**src/fidsc_defines.vh**
```
`ifndef FIDSC_DEFINES_VH
`define FIDSC_DEFINES_VH
// Opcodes
`define FIDSC_OP_QID      8'h94
`define FIDSC_OP_SID      8'h9f
`define FIDSC_OP_AID      8'h90
`define FIDSC_OP_DID      8'h92
`define FIDSC_OP_SUSP     8'h75
`define FIDSC_OP_RES_A    8'h7a
`define FIDSC_OP_RES_B    8'h30
`define FIDSC_OP_READ     8'h03
`define FIDSC_OP_FREAD    8'h0b
`define FIDSC_OP_DUAL_OUTPUT_READ    8'h3b
`define FIDSC_OP_QUAD_OUTPUT_READ    8'h6b
`define FIDSC_OP_DIOREAD  8'hbb
`define FIDSC_OP_QIOREAD  8'heb
`define FIDSC_OP_SFDP     8'h5a
`define FIDSC_OP_SECRD    8'h48
`define FIDSC_OP_BURST    8'h77
`define FIDSC_OP_WLSET    8'h06
`define FIDSC_OP_PW       8'h02
`define FIDSC_OP_DPW      8'ha2
`define FIDSC_OP_QPW      8'h32
`define FIDSC_OP_WRDIS    8'h04
`define FIDSC_OP_STAT     8'h05
`define FIDSC_OP_STAT2    8'h35
`define FIDSC_OP_ASI      8'h25
`define FIDSC_OP_SIG      8'hab
`define FIDSC_OP_RSTARM   8'h66
`define FIDSC_OP_RSTEXE   8'h99
`define FIDSC_OP_NOP      8'h00
// Address byte selecting order
`define FIDSC_ADDR_MFR1ST 8'h00
`define FIDSC_ADDR_DEV1ST 8'h01
// Status bit positions
`define FIDSC_ST_PSUS     15
`define FIDSC_ST_ESUS     10
`define FIDSC_ST_WEL      1
`define FIDSC_ST_WIP      0
// Latencies in ns, clock period in ns
`define FIDSC_CLK_NS      5
`define FIDSC_PSL_NS      30000
`define FIDSC_ESL_NS      30000
`define FIDSC_PSL_CYC     ((`FIDSC_PSL_NS + `FIDSC_CLK_NS - 1) / `FIDSC_CLK_NS)
`define FIDSC_ESL_CYC     ((`FIDSC_ESL_NS + `FIDSC_CLK_NS - 1) / `FIDSC_CLK_NS)
`endif

```
**src/fidsc_flash_id_susp.v**
```verilog
`timescale 1ns/10ps
`include "fidsc_defines.vh"
// Notes on behaviour
// - Quad ID out four lines, MSB first, falling
// - Address 01h gives device code first
// - Address 00h gives manufacturer code first
// - Codes alternate until chip select rises
// - Standard ID shifts 24 bits on one line
// - Chip select high aborts standard ID output
// - Standard ID not decoded during program/erase
// - Suspend interrupts page program or erase
// - Reads blocked only in the suspended region
// - After latency clear latch, set suspend flag
// - Status, security, reset commands skip latency
// - Status bit 15 program, 10 erase suspend
// - Resume clears the set suspend flag
// - Reads, IDs, table, resume allowed when suspended
// - Latch set and page writes erase-suspend only
// - Resume sets latch and busy, clears flag
module fidsc_flash_id_susp #(
  parameter [7:0]  MFR_ID  = 8'h5a, // Arbitrary identity value
  parameter [7:0]  DEV_ID  = 8'h3c, // Arbitrary identity value
  parameter [7:0]  MEM_TYP = 8'h4d, // Arbitrary identity value
  parameter [7:0]  MEM_DEN = 8'h2e, // Arbitrary identity value
  parameter [15:0] PSL_CYC = `FIDSC_PSL_CYC,
  parameter [15:0] ESL_CYC = `FIDSC_ESL_CYC
) (
  // Clock and reset
  input  wire        clk_sys,
  input  wire        nrst,
  // Serial pins
  input  wire        chipSelN,
  input  wire        serialClk,
  input  wire [3:0]  ioLineIn,
  output reg  [3:0]  ioLineOut,
  output reg  [3:0]  ioLineOe,
  // Array engine state
  input  wire        opBusy,
  input  wire        opIsErase,
  input  wire [1:0]  opRegionSize,
  input  wire [23:0] opAddr,
  input  wire        opDone,
  input  wire [23:0] rdAddr,
  // Controls to array engine
  output reg         opHold,
  output reg         cmdAccept,
  output reg  [7:0]  cmdCode,
  output reg         rdAddrOk,
  // Status bits
  output reg  [15:0] statusWord
);
  // Command states
  localparam [2:0] S_OPC  = 3'd0;
  localparam [2:0] S_QADR = 3'd1;
  localparam [2:0] S_QOUT = 3'd2;
  localparam [2:0] S_SOUT = 3'd3;
  localparam [2:0] S_SKIP = 3'd4;

  // Synchronised pin views; select travels inverted so reset reads idle
  wire [5:0] pinSync;
  wire       csN = ~pinSync[5];
  wire       sck = pinSync[4];
  wire [3:0] sio = pinSync[3:0];

  // Pin synchroniser
  fidsc_sync #(.W(6)) uSync (
    .clk_sys (clk_sys),
    .nrst    (nrst),
    .din     ({~chipSelN, serialClk, ioLineIn}),
    .dout    (pinSync)
  );

  // Serial engine registers
  reg  [2:0]  state_r;
  reg         sckDly_r;
  reg  [7:0]  shift_r;
  reg  [4:0]  bitCnt_r;
  reg  [23:0] outWord_r;

  // Suspend bookkeeping
  reg         pSus_r;
  reg         eSus_r;
  reg         wel_r;
  reg         wip_r;
  reg         susPend_r;
  reg         susErase_r;
  reg  [15:0] latCnt_r;
  reg  [1:0]  regSize_r;
  reg  [23:0] regAddr_r;

  // Serial clock edges and the opcode as it shifts in
  wire       rise = sck & ~sckDly_r;
  wire       fall = ~sck & sckDly_r;
  wire [7:0] opcIn = {shift_r[6:0], sio[0]};
  wire       susp = pSus_r | eSus_r;
  wire       inLat = susPend_r;

  // Opcode acceptance while suspended
  reg bothOk;
  reg eraseOk;
  reg latFree;
  always @* begin
    bothOk  = 1'b0;
    eraseOk = 1'b0;
    latFree = 1'b0;
    case (opcIn)
      `FIDSC_OP_READ, `FIDSC_OP_FREAD, `FIDSC_OP_DUAL_OUTPUT_READ, `FIDSC_OP_QUAD_OUTPUT_READ,
      `FIDSC_OP_DIOREAD, `FIDSC_OP_QIOREAD, `FIDSC_OP_SFDP, `FIDSC_OP_SID,
      `FIDSC_OP_AID, `FIDSC_OP_DID, `FIDSC_OP_QID, `FIDSC_OP_SECRD,
      `FIDSC_OP_BURST, `FIDSC_OP_RES_A, `FIDSC_OP_RES_B: bothOk = 1'b1;
      `FIDSC_OP_WLSET, `FIDSC_OP_PW, `FIDSC_OP_DPW, `FIDSC_OP_QPW: eraseOk = 1'b1;
      default: bothOk = 1'b0;
    endcase
    // Opcodes free of the suspend latency
    case (opcIn)
      `FIDSC_OP_WRDIS, `FIDSC_OP_STAT, `FIDSC_OP_STAT2, `FIDSC_OP_ASI,
      `FIDSC_OP_SIG, `FIDSC_OP_RSTARM, `FIDSC_OP_RSTEXE, `FIDSC_OP_NOP,
      `FIDSC_OP_SECRD: latFree = 1'b1;
      default: latFree = 1'b0;
    endcase
  end

  // Accept decision; lists apply while suspended or counting latency
  wire okInSus   = latFree | ((bothOk | (eraseOk & eSus_r)) & ~inLat);
  wire okNow     = susp | inLat ? okInSus : 1'b1;
  wire sidOk     = (opcIn == `FIDSC_OP_SID) && (susp || !(opBusy && !inLat));
  wire sidRefuse = (opcIn == `FIDSC_OP_SID) && !sidOk;

  // Region mask for the suspended operation
  // Programs always block their own page
  reg [23:0] regMask;
  always @* begin
    case (regSize_r)
      2'd0:    regMask = 24'hffff00; // Page
      2'd1:    regMask = 24'hfff000; // 4KB sector
      2'd2:    regMask = 24'hff8000; // 32KB block
      default: regMask = 24'hff0000; // 64KB block
    endcase
  end

  // Serial command engine
  always @(posedge clk_sys) begin
    if (!nrst) begin
      state_r   <= S_OPC;
      sckDly_r  <= 1'b0;
      shift_r   <= 8'h00;
      bitCnt_r  <= 5'd0;
      outWord_r <= 24'h000000;
      ioLineOut <= 4'h0;
      ioLineOe  <= 4'h0;
      cmdAccept <= 1'b0;
      cmdCode   <= 8'h00;
    end else begin
      sckDly_r  <= sck;
      cmdAccept <= 1'b0;
      // Select high aborts output and drops any partial byte
      if (csN) begin
        state_r  <= S_OPC;
        bitCnt_r <= 5'd0;
        shift_r  <= 8'h00;
        ioLineOe <= 4'h0;
      end else begin
        case (state_r)
          // Eight rises make an opcode
          S_OPC: if (rise) begin
            shift_r  <= opcIn;
            bitCnt_r <= bitCnt_r + 5'd1;
            if (bitCnt_r == 5'd7) begin
              bitCnt_r <= 5'd0;
              state_r  <= S_SKIP;
              if (okNow && !sidRefuse) begin
                cmdAccept <= 1'b1;
                cmdCode   <= opcIn;
                if (opcIn == `FIDSC_OP_QID)
                  state_r <= S_QADR;
                else if (sidOk) begin
                  state_r   <= S_SOUT;
                  outWord_r <= {MFR_ID, MEM_TYP, MEM_DEN};
                end
              end
            end
          end
          // Six nibbles: two dummy bytes, then the order byte
          S_QADR: if (rise) begin
            shift_r  <= {shift_r[3:0], sio};
            bitCnt_r <= bitCnt_r + 5'd1;
            if (bitCnt_r == 5'd5) begin
              bitCnt_r <= 5'd0;
              state_r  <= S_QOUT;
              if ({shift_r[3:0], sio} == `FIDSC_ADDR_DEV1ST)
                outWord_r <= {DEV_ID, MFR_ID, 8'h00};
              else
                outWord_r <= {MFR_ID, DEV_ID, 8'h00};
            end
          end
          // Both codes on four lines, high nibble first
          S_QOUT: if (fall) begin
            ioLineOe  <= 4'hf;
            ioLineOut <= outWord_r[23:20];
            // Rotate the pair so the codes keep alternating
            outWord_r <= {outWord_r[19:8], outWord_r[23:20], 8'h00};
          end
          // Twenty-four bits on line one, then release
          S_SOUT: if (fall) begin
            ioLineOe  <= 4'h2;
            ioLineOut <= {2'b00, outWord_r[23], 1'b0};
            outWord_r <= {outWord_r[22:0], 1'b0};
            bitCnt_r  <= bitCnt_r + 5'd1;
            if (bitCnt_r == 5'd24) begin
              ioLineOe <= 4'h0;
              state_r  <= S_SKIP;
            end
          end
          default: state_r <= S_SKIP;
        endcase
      end
    end
  end

  // Suspend and resume control
  always @(posedge clk_sys) begin
    if (!nrst) begin
      pSus_r     <= 1'b0;
      eSus_r     <= 1'b0;
      wel_r      <= 1'b0;
      wip_r      <= 1'b0;
      susPend_r  <= 1'b0;
      susErase_r <= 1'b0;
      latCnt_r   <= 16'd0;
      regSize_r  <= 2'd0;
      regAddr_r  <= 24'h000000;
      opHold     <= 1'b0;
    end else begin
      // Busy and latch follow the array while it runs
      if (!susp && !susPend_r) begin
        wip_r <= opBusy;
        if (opDone)
          wel_r <= 1'b0;
      end
      // Latch set and clear commands
      if (cmdAccept && cmdCode == `FIDSC_OP_WLSET)
        wel_r <= 1'b1;
      if (cmdAccept && cmdCode == `FIDSC_OP_WRDIS)
        wel_r <= 1'b0;
      // Suspend entry, then latency count, then resume
      if (cmdAccept && cmdCode == `FIDSC_OP_SUSP && opBusy && !susp && !susPend_r) begin
        susPend_r  <= 1'b1;
        susErase_r <= opIsErase;
        regSize_r  <= opIsErase ? opRegionSize : 2'd0;
        regAddr_r  <= opAddr;
        opHold     <= 1'b1;
        latCnt_r   <= opIsErase ? ESL_CYC : PSL_CYC;
      end else if (susPend_r) begin
        // Latency over: suspended state becomes visible
        if (latCnt_r <= 16'd1) begin
          susPend_r <= 1'b0;
          wel_r     <= 1'b0;
          wip_r     <= 1'b0;
          pSus_r    <= ~susErase_r;
          eSus_r    <= susErase_r;
        end else begin
          latCnt_r <= latCnt_r - 16'd1;
        end
      end else if (cmdAccept && susp && isResumeCode(cmdCode)) begin
        // Resume restarts the held operation at once
        wel_r  <= 1'b1;
        wip_r  <= 1'b1;
        pSus_r <= 1'b0;
        eSus_r <= 1'b0;
        opHold <= 1'b0;
      end
    end
  end

  // Resume opcode as held after acceptance
  function isResumeCode;
    input [7:0] c;
    begin
      isResumeCode = (c == `FIDSC_OP_RES_A) || (c == `FIDSC_OP_RES_B);
    end
  endfunction

  // Read permission and status word
  // Flags show one cycle after the suspend state
  always @(posedge clk_sys) begin
    if (!nrst) begin
      rdAddrOk   <= 1'b1;
      statusWord <= 16'h0000;
    end else begin
      rdAddrOk <= !susp || ((rdAddr & regMask) != (regAddr_r & regMask));
      statusWord <= 16'h0000;
      statusWord[`FIDSC_ST_PSUS] <= pSus_r;
      statusWord[`FIDSC_ST_ESUS] <= eSus_r;
      statusWord[`FIDSC_ST_WEL]  <= wel_r;
      statusWord[`FIDSC_ST_WIP]  <= wip_r;
    end
  end
endmodule // fidsc_flash_id_susp

```
**src/fidsc_sync.v**
```verilog
`timescale 1ns/10ps
// Two-flop synchroniser per bit
module fidsc_sync #(
  parameter W = 6
) (
  // Clock and reset
  input  wire         clk_sys,
  input  wire         nrst,
  // Data
  input  wire [W-1:0] din,
  output wire [W-1:0] dout
);
  reg [W-1:0] meta_r;
  reg [W-1:0] sync_r;

  // Both stages, reset to idle levels
  always @(posedge clk_sys) begin
    if (!nrst) begin
      meta_r <= {W{1'b0}};
      sync_r <= {W{1'b0}};
    end else begin
      meta_r <= din;
      sync_r <= meta_r;
    end
  end

  assign dout = sync_r;
endmodule // fidsc_sync
```
**config.mk**
```make
export PLATFORM = sky130hd
export DESIGN_NAME = fidsc_flash_id_susp
export DESIGN_NICKNAME = d
export VERILOG_FILES = /design/src/fidsc_flash_id_susp.v /design/src/fidsc_sync.v
export VERILOG_INCLUDE_DIRS = /design/src
export SDC_FILE = /design/constraint.sdc
export NUM_CORES = 1
export LEC_CHECK = 0
export BUFFER_PORTS_ARGS = -buffer_cell sky130_fd_sc_hd__buf_2
export CELL_PAD_IN_SITES_DETAIL_PLACEMENT = 2
export CELL_PAD_IN_SITES_GLOBAL_PLACEMENT = 2
export CORE_MARGIN = 1.5
export CORE_UTILIZATION = 33
export CTS_CLUSTER_SIZE = 10
export DETAILED_ROUTE_END_ITERATION = 8
export PLACE_DENSITY = 0.84
export SKIP_CTS_REPAIR_TIMING = 1
export SLEW_MARGIN = 40
export SYNTH_ARGS = -nofsm -noshare
export SYNTH_HDL_FRONTEND = slang
export SYNTH_HIERARCHICAL = 1
export SYNTH_SLANG_ARGS = --single-unit
```
**constraint.sdc**
```tcl
create_clock -name clk_sys -period 2.9 [get_ports clk_sys]
set_clock_uncertainty 0.15 [all_clocks]
set_input_delay 0.145 -clock clk_sys [delete_from_list [all_inputs] [get_ports clk_sys]]
set_output_delay 0.145 -clock clk_sys [all_outputs]
set_load 0.02 [all_outputs]
```
==> flow_metrics.py, run 1 <==
metrics = {
    "detailed_routing": {
        "drtPass1Iterations": 4,
        "wirelength_um": 18960,
        "detail-route-antenna-nets": 0,
        "via_count": 5329,
        "drc_errors": 0,
        "viasPerCell": 5.460,
        "route.detailed.wl_per_inst_um": 19.43,
        "detailedRoute.firstIterationViolations": 244,
    },
    "cells_and_area": {
        "design_area_um2": 6645,
        "diodes": 0,
        "stdcell_count": 976,
        "post_route_cells_drive_above_1_share_pct": 18.65,
        "final_nets": 818,
        "layout-area-overhead-vs-synth_pct": 20.46,
    },
    "clock_tree": {
        "cts-root-buf": "clkbuf_16",
        "cts_num_sinks": 112,
        "clock_path_buffers": 2,
        "clkTransAtPathRegs_ns": 0.07,
        "cts-buffers-inserted": 9,
        "insertion_delay_ns": 0.36,
        "cts_tree": "yes",
        "htree_num_levels": 3,
    },
    "critical_path": {
        "crit_arrival_ns": 2.81,
        "setup.worst_path.start": "shift_r[2]",
        "worst_r2r_endpoint": "cmdCode[3]",
        "critPathCaptureType": "register",
        "reg2regPathDepth": 7,
        "crit_path_required_time_ns": 2.96,
        "timing.critical_path.from_type": "register",
        "end_of_the_critical_path": "cmdCode[3]",
        "crit_path_max_fanout": 12,
        "critical_setup_path_class": "reg2reg",
        "timing.rr.start": "shift_r[2]",
        "r2r_slack_ns": 0.15,
    },
    "floorplan": {
        "chipWidth_um": 132.3,
        "floorplan.initialDensity_pct": 33.50,
        "core_area_um2": 16470,
        "fp.dieH_um": 132.3,
        "die_outline_area_um2": 17500,
        "num_rows": 47,
        "pin_count": 96,
    },
    "placement": {
        "dpl.cell_count": 936,
        "dpl-instance-area_um2": 6100,
        "port_buffers": 67,
        "gp_weighted_congestion": 0.8186,
        "detailedPlacementHpwl_um": 13040,
        "place_ws_ns": 0.1870,
    },
    "grt": {
        "antenna_found_initial": 0,
        "grtUsageTotal_pct": 21.71,
        "grt_start_max_net_pins": 34,
        "number_of_global_route_vias_before_repair": 5870,
        "sum_of_overflow_across_all_layers_after_global_routing": 0,
        "wire_length_of_the_first_global_routing_pass_um": 30710,
    },
    "power_and_ir_drop": {
        "switchingPower_uw": 697.5,
        "seq_power_share_pct": 52.1,
        "design_power_total_uw": 2984,
        "ir_worst_vdd_mv": 0.2639,
        "power.clock.fraction_pct": 42.7,
        "power.internal_uw": 2286,
        "share_comb_of_total_power_pct": 5.2,
        "switching_share_pct": 23.38,
        "power_density_nw_per_um2": 449.0,
        "static-leakage-power_uw": 0.002448,
    },
    "sta": {
        "setup_viol_count_final": 0,
        "final.period_utilization_pct": 94.90,
        "max_slew_margin_pct": 50.58,
        "min_period_ns": 2.752,
        "final_hold_viol_count": 0,
        "fin_setup_tns_ns": 0,
        "setup_repair_after_global_routing_missed_its_margin": "no",
        "timing_worst_slew_pin_value_ns": 0.7310,
        "final_max_slew_viol_count": 0,
        "fmax_mhz": 363.4,
        "worst_slack_ns": 0.1479,
    },
    "synthesis": {
        "postSynthRegisterBits": 112,
        "synth-main-ff-cell": "dfxtp_1",
        "mapped_cell_area_um2": 5517,
        "post-synth-top-count-cell": "dfxtp_1",
        "yosysUniqueCellTypes": 72,
        "synth_common_cells": "dfxtp_1, nand2_1, a21oi_1, nor2_1, nand3_1",
        "async_reset_ff_share_pct": 0,
        "synthesis.instances": 666,
        "yosys.area.top_type_share_pct": 40.64,
        "synth.area.top_cells": "dfxtp_1, a21oi_1, nand2_1",
        "synthDominantAreaCellType": "dfxtp_1",
        "mean_post_synth_cell_area_um2": 8.283,
        "yosysWarningCount": 6,
        "synth-edff-count": 0,
        "synth_sequential_area_ratio_pct": 40.64,
    },
    "run": {
        "max_cap_viols": 0,
    },
    "status": {
        "status": "complete, no violations",
    },
    "hold_path": {
        "hold_class": "in2reg",
    },
}
==> worst min path at each step <==
stage | start | to | slack, ns | cells past startpoint
after floorplan | ioLineIn[0] | uSync/meta_r[0] | 0.12 | 1
after global placement | ioLineIn[0] | uSync/meta_r[0] | 0.20 | 2
after detailed placement | ioLineIn[0] | uSync/meta_r[0] | 0.21 | 2
after CTS | ioLineIn[0] | uSync/meta_r[0] | -0.17 | 2
after global routing | rdAddr[22] | rdAddrOk | 0.07 | 4
final | rdAddr[20] | rdAddrOk | 0.03 | 4
==> cell type report <==
class | count | area (um2)
Timing Repair Buffer | 119 | 800.8
Sequential cell | 112 | 2242
Clock buffer | 9 | 225.2
Inverter | 19 | 71.32
Tap cell | 220 | 275.3
Clock inverter | 6 | 70.07
Fill cell | 1834 | 9821
Multi-Input combinational cell | 491 | 2960
==> state kept, by name, summed over array words and instances, names as in the netlist, 5 cells and up <==
| register | count |
|---|---|
| outWord_r | 23 |
| latCnt_r | 16 |
| regAddr_r | 16 |
| cmdCode | 8 |
| shift_r | 7 |
| uSync/dout | 6 |
| uSync/meta_r | 6 |
| bitCnt_r | 5 |
==> worst max-delay path: stages, from the launching register on <==
cell       delay, ns
dfxtp_1         0.59
nor4_1          0.16
a31oi_1         0.20
o41ai_1         0.13
buf_4           0.17
or3_1           0.37
o2111ai_1       0.62
o22ai_1         0.19
==> logic make-up (layout without fill, tap and decap cells) <==
family | after synthesis | in the layout | synth area share [%]
other | 1 | 12 | 0.06798
AO/OA/AOI/OAI | 161 | 161 | 18.60
AND/OR/NAND/NOR | 266 | 266 | 25.06
buffers and inverters | 74 | 153 | 6.555
multiplexers | 14 | 14 | 2.699
XOR/XNOR | 33 | 33 | 5.239
flip-flops | 112 | 112 | 40.64
adder cells (fa/ha/maj) | 5 | 5 | 1.134
==> stage by stage <==
| stage | hold slack (ns) | utilization, % |
|---|---|---|
| 5_1_grt | 0.06845 | 40.36 |
| 4_1_cts | -0.1711 | 38.84 |
| 6_report | 0.02575 | 40.36 |
| 2_1_floorplan | 0.1223 | - |
| 3_5_place_dp | 0.2072 | 37.04 |
| 3_3_place_gp | 0.2048 | 37.04 |
==> metal layers <==
layer / global-route usage (%) / wire, um
met5: 0 / 0
met1: 25.94 / 8067
met3: 3.768 / 704
met4: 6.227 / 279
met2: 39.76 / 9909
==> power groups by stage <==
stage / Clock [uW] / Combinational, uW / Sequential (uW)
3_3_place_gp: 0 / 118 / 1590
4_1_cts: 1300 / 126 / 1550
6_report: 1280 / 154 / 1550
2_1_floorplan: 0 / 84.2 / 1590
5_1_grt: 1370 / 169 / 1560
3_5_place_dp: 0 / 124 / 1590
==> cell usage in the layout, fill, tap and decap left out, types with 10 or more instances in the layout <==
cell type      netlist  routed
inv_1               18      18
a21oi_1             74      74
nand3_1             24      24
dfxtp_1            112     112
dlygate4sd3_1        0      25
o22ai_1             13      13
o21ai_0             20      20
nand2_1             78      78
xnor2_1             12      12
xor2_1              21      21
buf_4               16      26
buf_2               13      67
nor3_1              18      18
conb_1               1      12
nor2_1              53      53
nor4_1              11      10
a211oi_1            12      12
Note: power is estimated with default switching activity, not from simulation.
==> run 2: changes to the inputs <==
- CAP_MARGIN: unset -> 20
- CORE_MARGIN: 1.5 -> 5
==> run 2 against run 1 <==
Effect of this change:
- clock power is 5% higher
- critical path type unchanged
- largest power group unchanged
- cell count grew 0.20%
- global-route usage fell by 2.4 points
- non-clock buffer count is 1 higher
==> flow_metrics.py, run 2 (same netlist as run 1, synthesis figures left out) <==
metrics = {
    "critical_path": {
        "critical-path-top-delay-family": "simple AND/OR/NAND/NOR gates",
        "worst_r2r_endpoint": "latCnt_r[4]",
        "critPathCaptureType": "register",
        "timing.rr.start": "latCnt_r[2]",
        "timing.critical_path.from_type": "register",
        "crit_path_max_fanout": 8,
        "crit_path_cell_trace": "or3_1 -> or4_1 -> o311ai_4 -> or3_1 -> xor2_1 -> a21oi_1",
        "critical_setup_path_class": "reg2reg",
        "cp_slowest_cell": "or4_1",
        "crit_arrival_ns": 2.75,
        "r2r_slack_ns": 0.22,
        "cpPeakStageDelay_ns": 0.67,
        "reg2regPathDepth": 6,
        "cell_with_the_most_instances_on_the_worst_path": "or3_1",
        "crit_path_required_time_ns": 2.98,
        "cp_num_buf_inv": 0,
    },
    "cells_and_area": {
        "layout-area-overhead-vs-synth_pct": 20.91,
        "diodes": 0,
        "most_frequent_cells_in_the_layout": "dfxtp_1, nand2_1, a21oi_1, buf_2, nor2_1",
        "mostFrequentLayoutCell": "dfxtp_1",
        "final_core_utilization_pct": 40.51,
        "layout.area.seq_um2": 2242,
        "multi_input_area_um2": 2960,
        "flip_flop_count_of_the_largest_register_all_copies_and_words_added": 23,
        "post_route_cells_drive_above_1_share_pct": 18.87,
        "largest-register": "outWord_r",
        "layout.filler_cells": 1866,
        "final_nets": 819,
        "layout_top_registers": "outWord_r x23, latCnt_r x16, regAddr_r x16",
    },
    "floorplan": {
        "fp.dieH_um": 139.3,
        "core_area_um2": 16470,
        "floorplan.initialDensity_pct": 33.50,
        "chipWidth_um": 139.3,
        "num_rows": 47,
        "die_outline_area_um2": 19400,
        "pin_count": 96,
    },
    "detailed_routing": {
        "drc_errors": 0,
        "detailedRoute.firstIterationViolations": 248,
        "viasPerCell": 5.407,
        "via_count": 5288,
        "detail-route-antenna-nets": 0,
        "drtPass1Iterations": 4,
        "wirelength_um": 19680,
        "route.detailed.wl_per_inst_um": 20.12,
    },
    "grt": {
        "wire_length_of_the_first_global_routing_pass_um": 31020,
        "grtUsageTotal_pct": 19.31,
        "number_of_global_route_vias_before_repair": 5892,
        "sum_of_overflow_across_all_layers_after_global_routing": 0,
        "antenna_found_initial": 0,
        "grt_start_max_net_pins": 35,
    },
    "sta": {
        "setup_repair_after_global_routing_missed_its_margin": "no",
        "final_max_slew_viol_count": 0,
        "fin_setup_tns_ns": 0,
        "timing_worst_slew_pin_value_ns": 0.7474,
        "final.period_utilization_pct": 92.32,
        "final_hold_viol_count": 0,
        "max_slew_margin_pct": 50.12,
        "fmax_mhz": 373.5,
        "setup_viol_count_final": 0,
        "min_period_ns": 2.677,
    },
    "hold_path": {
        "holdCritStartpoint": "rdAddr[20]",
        "hold_class": "in2reg",
        "hold_end": "rdAddrOk",
        "hold-path-cell-count": 4,
    },
    "clock_tree": {
        "insertion_delay_ns": 0.37,
        "cts-buffers-inserted": 9,
        "cts_tree": "yes",
        "clkTransAtPathRegs_ns": 0.08,
        "cts-root-buf": "clkbuf_16",
        "clock_path_buffers": 2,
        "cts_num_sinks": 112,
        "htree_num_levels": 3,
    },
    "power_and_ir_drop": {
        "ir_worst_vdd_mv": 0.2796,
        "design_power_total_uw": 3052,
        "power_density_nw_per_um2": 457.6,
        "static-leakage-power_uw": 0.002455,
    },
    "placement": {
        "port_buffers": 67,
        "detailedPlacementHpwl_um": 13320,
        "gp_weighted_congestion": 0.8613,
    },
    "run": {
        "max_cap_viols": 0,
    },
    "status": {
        "status": "complete, no violations",
    },
}
-- run 2: changes by cell type in the layout (fill, tap and decap cells not counted), sizes merged --
cell and delta:
clkbuf +1, inv +1, buf +1, clkinvlp +2
clkinv -3
-- run 2: metal layers --
layer | up-vias | wire (um) | GRT usage (%)
met5 | - | 0 | 0
met4 | 0 | 279 | 6.179
met3 | 21 | 651 | 2.847
met2 | 116 | 10200 | 34.30
met1 | 2636 | 8545 | 24.03
li1 | 2515 | - | -
-- run 2: area by class of cell --
cell class,count,share of cell area [%]
clock inverters,6,1.107
well taps,220,4.127
flip-flops and latches,112,33.61
inverters,19,1.069
multi-input cells,491,44.38
repair buffers,120,12.12
clock buffers,10,3.583
-- run 2: worst max path at each step --
stage                     start     endpoint  cells past startpoint
finish              latCnt_r[2]  latCnt_r[4]                      6
global route         shift_r[4]   cmdCode[1]                      7
CTS                 latCnt_r[2]  latCnt_r[4]                      6
detailed placement  latCnt_r[2]  latCnt_r[4]                      6
global placement    latCnt_r[4]  latCnt_r[9]                      6
floorplan           latCnt_r[4]  latCnt_r[5]                      8
-- run 2: metrics by stage --
stage / hold WS, ns / setup WS, ns / instance area (um2) / cells
3_3_place_gp: 0.2045 / 0.2871 / 6107 / 937
5_1_grt: 0.08928 / 0.03228 / 6670 / 978
6_report: 0.08313 / 0.2227 / 6670 / 978
3_5_place_dp: 0.2081 / 0.2441 / 6107 / 937
2_1_floorplan: 0.1223 / 0.5135 / 5558 / 677
4_1_cts: -0.1707 / 0.2124 / 6420 / 953
-- run 2: worst register-to-register path: cells and delay by family (launching register included) --
kind / cells / cell delay, ns
AND/OR/NAND/NOR: 3 / 1.28
AO/OA/AOI/OAI: 2 / 0.60
flip-flops: 1 / 0.34
XOR/XNOR: 1 / 0.16
-- run 2: report_power, final --
group | switching [uW] | internal, uW | leakage [uW]
Combinational | 88.9 | 67.8 | 0.00140
Clock | 635 | 706 | 0.000147
Sequential | 8.09 | 1550 | 0.000905
==> run 3: changes to the inputs <==
- CORE_UTILIZATION: 33 -> 34
- CTS_BUF_LIST: unset -> sky130_fd_sc_hd__clkbuf_4
- PLACE_DENSITY: 0.84 -> 0.86
==> run 3 against run 2 <==
Effect of this change:
- wire length increased by 7.2%
- cell count increased by 0.31%
- die area decreased by 2.7%
- utilization increased by 0.52 points
- worst setup slack got worse by 0.32 ns
- design area decreased by 2.3%
- the flow now finishes with violations (negative setup slack)
- critical path depth unchanged
- via count increased by 3.4%
- critical path type unchanged
- non-clock buffer count increased by 6
- sequential cell count unchanged
- power decreased by 20%
==> flow_metrics.py, run 3 (same netlist as run 1, synthesis figures left out) <==
metrics = {
    "status": {
        "status": "finished, violations left",
        "violations": "negative setup slack",
    },
    "placement": {
        "gp_weighted_congestion": 0.8611,
        "dpl-instance-area_um2": 6082,
        "port_buffers": 67,
        "place_ws_ns": 0.2199,
        "detailedPlacementHpwl_um": 14230,
    },
    "grt": {
        "wire_length_of_the_first_global_routing_pass_um": 30010,
        "grt.met2_usage_pct": 37.79,
        "top_usage_layer": "met2",
        "groute.layer.met1.usage_pct": 23.00,
        "grt.met3_usage_pct": 2.739,
        "number_of_global_route_vias_before_repair": 5847,
        "antenna_found_initial": 1,
        "grtUsageTotal_pct": 20.02,
        "grt_start_max_net_pins": 29,
        "sum_of_overflow_across_all_layers_after_global_routing": 0,
    },
    "cells_and_area": {
        "post_route_cells_drive_above_1_share_pct": 18.46,
        "layout_top_registers": "outWord_r x23, latCnt_r x16, regAddr_r x16",
        "design_area_um2": 6518,
        "flip_flop_count_of_the_largest_register_all_copies_and_words_added": 23,
        "final_core_utilization_pct": 41.03,
        "layout-area-overhead-vs-synth_pct": 18.14,
        "final_nets": 825,
        "largest-register": "outWord_r",
        "most_frequent_cells_in_the_layout": "dfxtp_1, nand2_1, a21oi_1, buf_2, nor2_1",
        "mostFrequentLayoutCell": "dfxtp_1",
    },
    "floorplan": {
        "chipWidth_um": 137.4,
        "num_rows": 46,
        "pin_count": 96,
        "core_area_um2": 15890,
        "die_outline_area_um2": 18870,
        "floorplan.initialDensity_pct": 34.73,
        "fp.dieH_um": 137.4,
    },
    "sta": {
        "final.period_utilization_pct": 103.4,
        "min_period_ns": 2.999,
        "worst_slack_ns": -0.09948,
        "setup_viol_count_final": 1,
        "fmax_mhz": 333.4,
        "final_max_slew_viol_count": 0,
        "final_hold_viol_count": 0,
        "timing_worst_slew_pin_value_ns": 0.7320,
        "fin_setup_tns_ns": -0.09948,
        "max_slew_margin_pct": 51.15,
    },
    "power_and_ir_drop": {
        "static-leakage-power_uw": 0.002392,
        "ir_worst_vdd_mv": 0.1689,
        "power_density_nw_per_um2": 376.9,
    },
    "detailed_routing": {
        "drc_errors": 0,
        "viasPerCell": 5.574,
        "route.detailed.wl_per_inst_um": 21.50,
        "wirelength_um": 21100,
        "detail-route-antenna-nets": 0,
        "drtPass1Iterations": 5,
        "via_count": 5468,
        "detailedRoute.firstIterationViolations": 217,
    },
    "clock_tree": {
        "cts_num_sinks": 112,
        "clock_path_buffers": 2,
        "clkTransAtPathRegs_ns": 0.16,
        "cts-root-buf": "clkbuf_4",
        "cts-buffers-inserted": 9,
        "htree_num_levels": 3,
        "insertion_delay_ns": 0.51,
        "cts_tree": "yes",
    },
    "hold_path": {
        "hold_class": "in2reg",
    },
    "run": {
        "max_cap_viols": 0,
    },
    "critical_path": {
        "crit_arrival_ns": 3.26,
        "critical_setup_path_class": "reg2reg",
        "cpPeakStageDelay_ns": 0.78,
        "crit_path_required_time_ns": 3.16,
        "crit_path_cell_trace": "or4b_2 -> nor4_2 -> buf_4 -> nand3_1 -> dlygate4sd3_1 -> a21oi_1",
        "cp_slowest_cell": "or4b_2",
        "crit_path_max_fanout": 21,
        "critPathCaptureType": "register",
        "timing.critical_path.from_type": "register",
    },
}
[run 3: area by class of cell]
class / instances / area (um2)
well taps: 216 / 270.3
clock buffers: 9 / 67.56
clock inverters: 7 / 45.04
multi-input cells: 491 / 2960
flip-flops and latches: 112 / 2242
inverters: 19 / 71.32
repair buffers: 126 / 858.3
fillers: 1833 / 9368
diodes: 1 / 2.502
[run 3: routing by layer]
| layer | share of wire [%] | wire length (um) |
|---|---|---|
| met2 | 53 | 11170 |
| met4 | 2.6 | 541 |
| met5 | 0 | 0 |
| met3 | 4.0 | 835 |
| met1 | 41 | 8545 |
[run 3: critical path, delay by kind of cell (launching register included)]
kind | cells | cell delay [ns]
AND/OR/NAND/NOR | 3 | 1.22
AO/OA/AOI/OAI | 1 | 0.24
flip-flops | 1 | 0.41
buffers and inverters | 2 | 0.90
[run 3: final timing paths]
path                                      start       endpoint  slack [ns]  cells after the start
worst max-delay path                     eSus_r   regSize_r[0]        -0.1                      6
worst min-delay path                     opDone          wel_r        0.02                      6
worst max register to register           eSus_r   regSize_r[0]        -0.1                      6
worst min register to register  uSync/meta_r[4]  uSync/dout[4]        0.32                      1
[run 3: report_power, final]
group / switching [uW] / leakage [uW] / internal [uW]
clock network: 552 / 0.0000679 / 178
registers: 8.46 / 0.000905 / 1550
logic: 95.7 / 0.00142 / 72.3
[run 3: metrics by stage]
stage | hold WS (ns) | std cells | power [uW]
6_report | 0.01949 | 981 | 2457
3_3_place_gp | 0.2047 | 932 | 1710
2_1_floorplan | 0.1223 | 677 | 1671
5_1_grt | 0.1030 | 981 | 2546
3_5_place_dp | 0.2096 | 932 | 1720
4_1_cts | -0.3362 | 948 | 2434
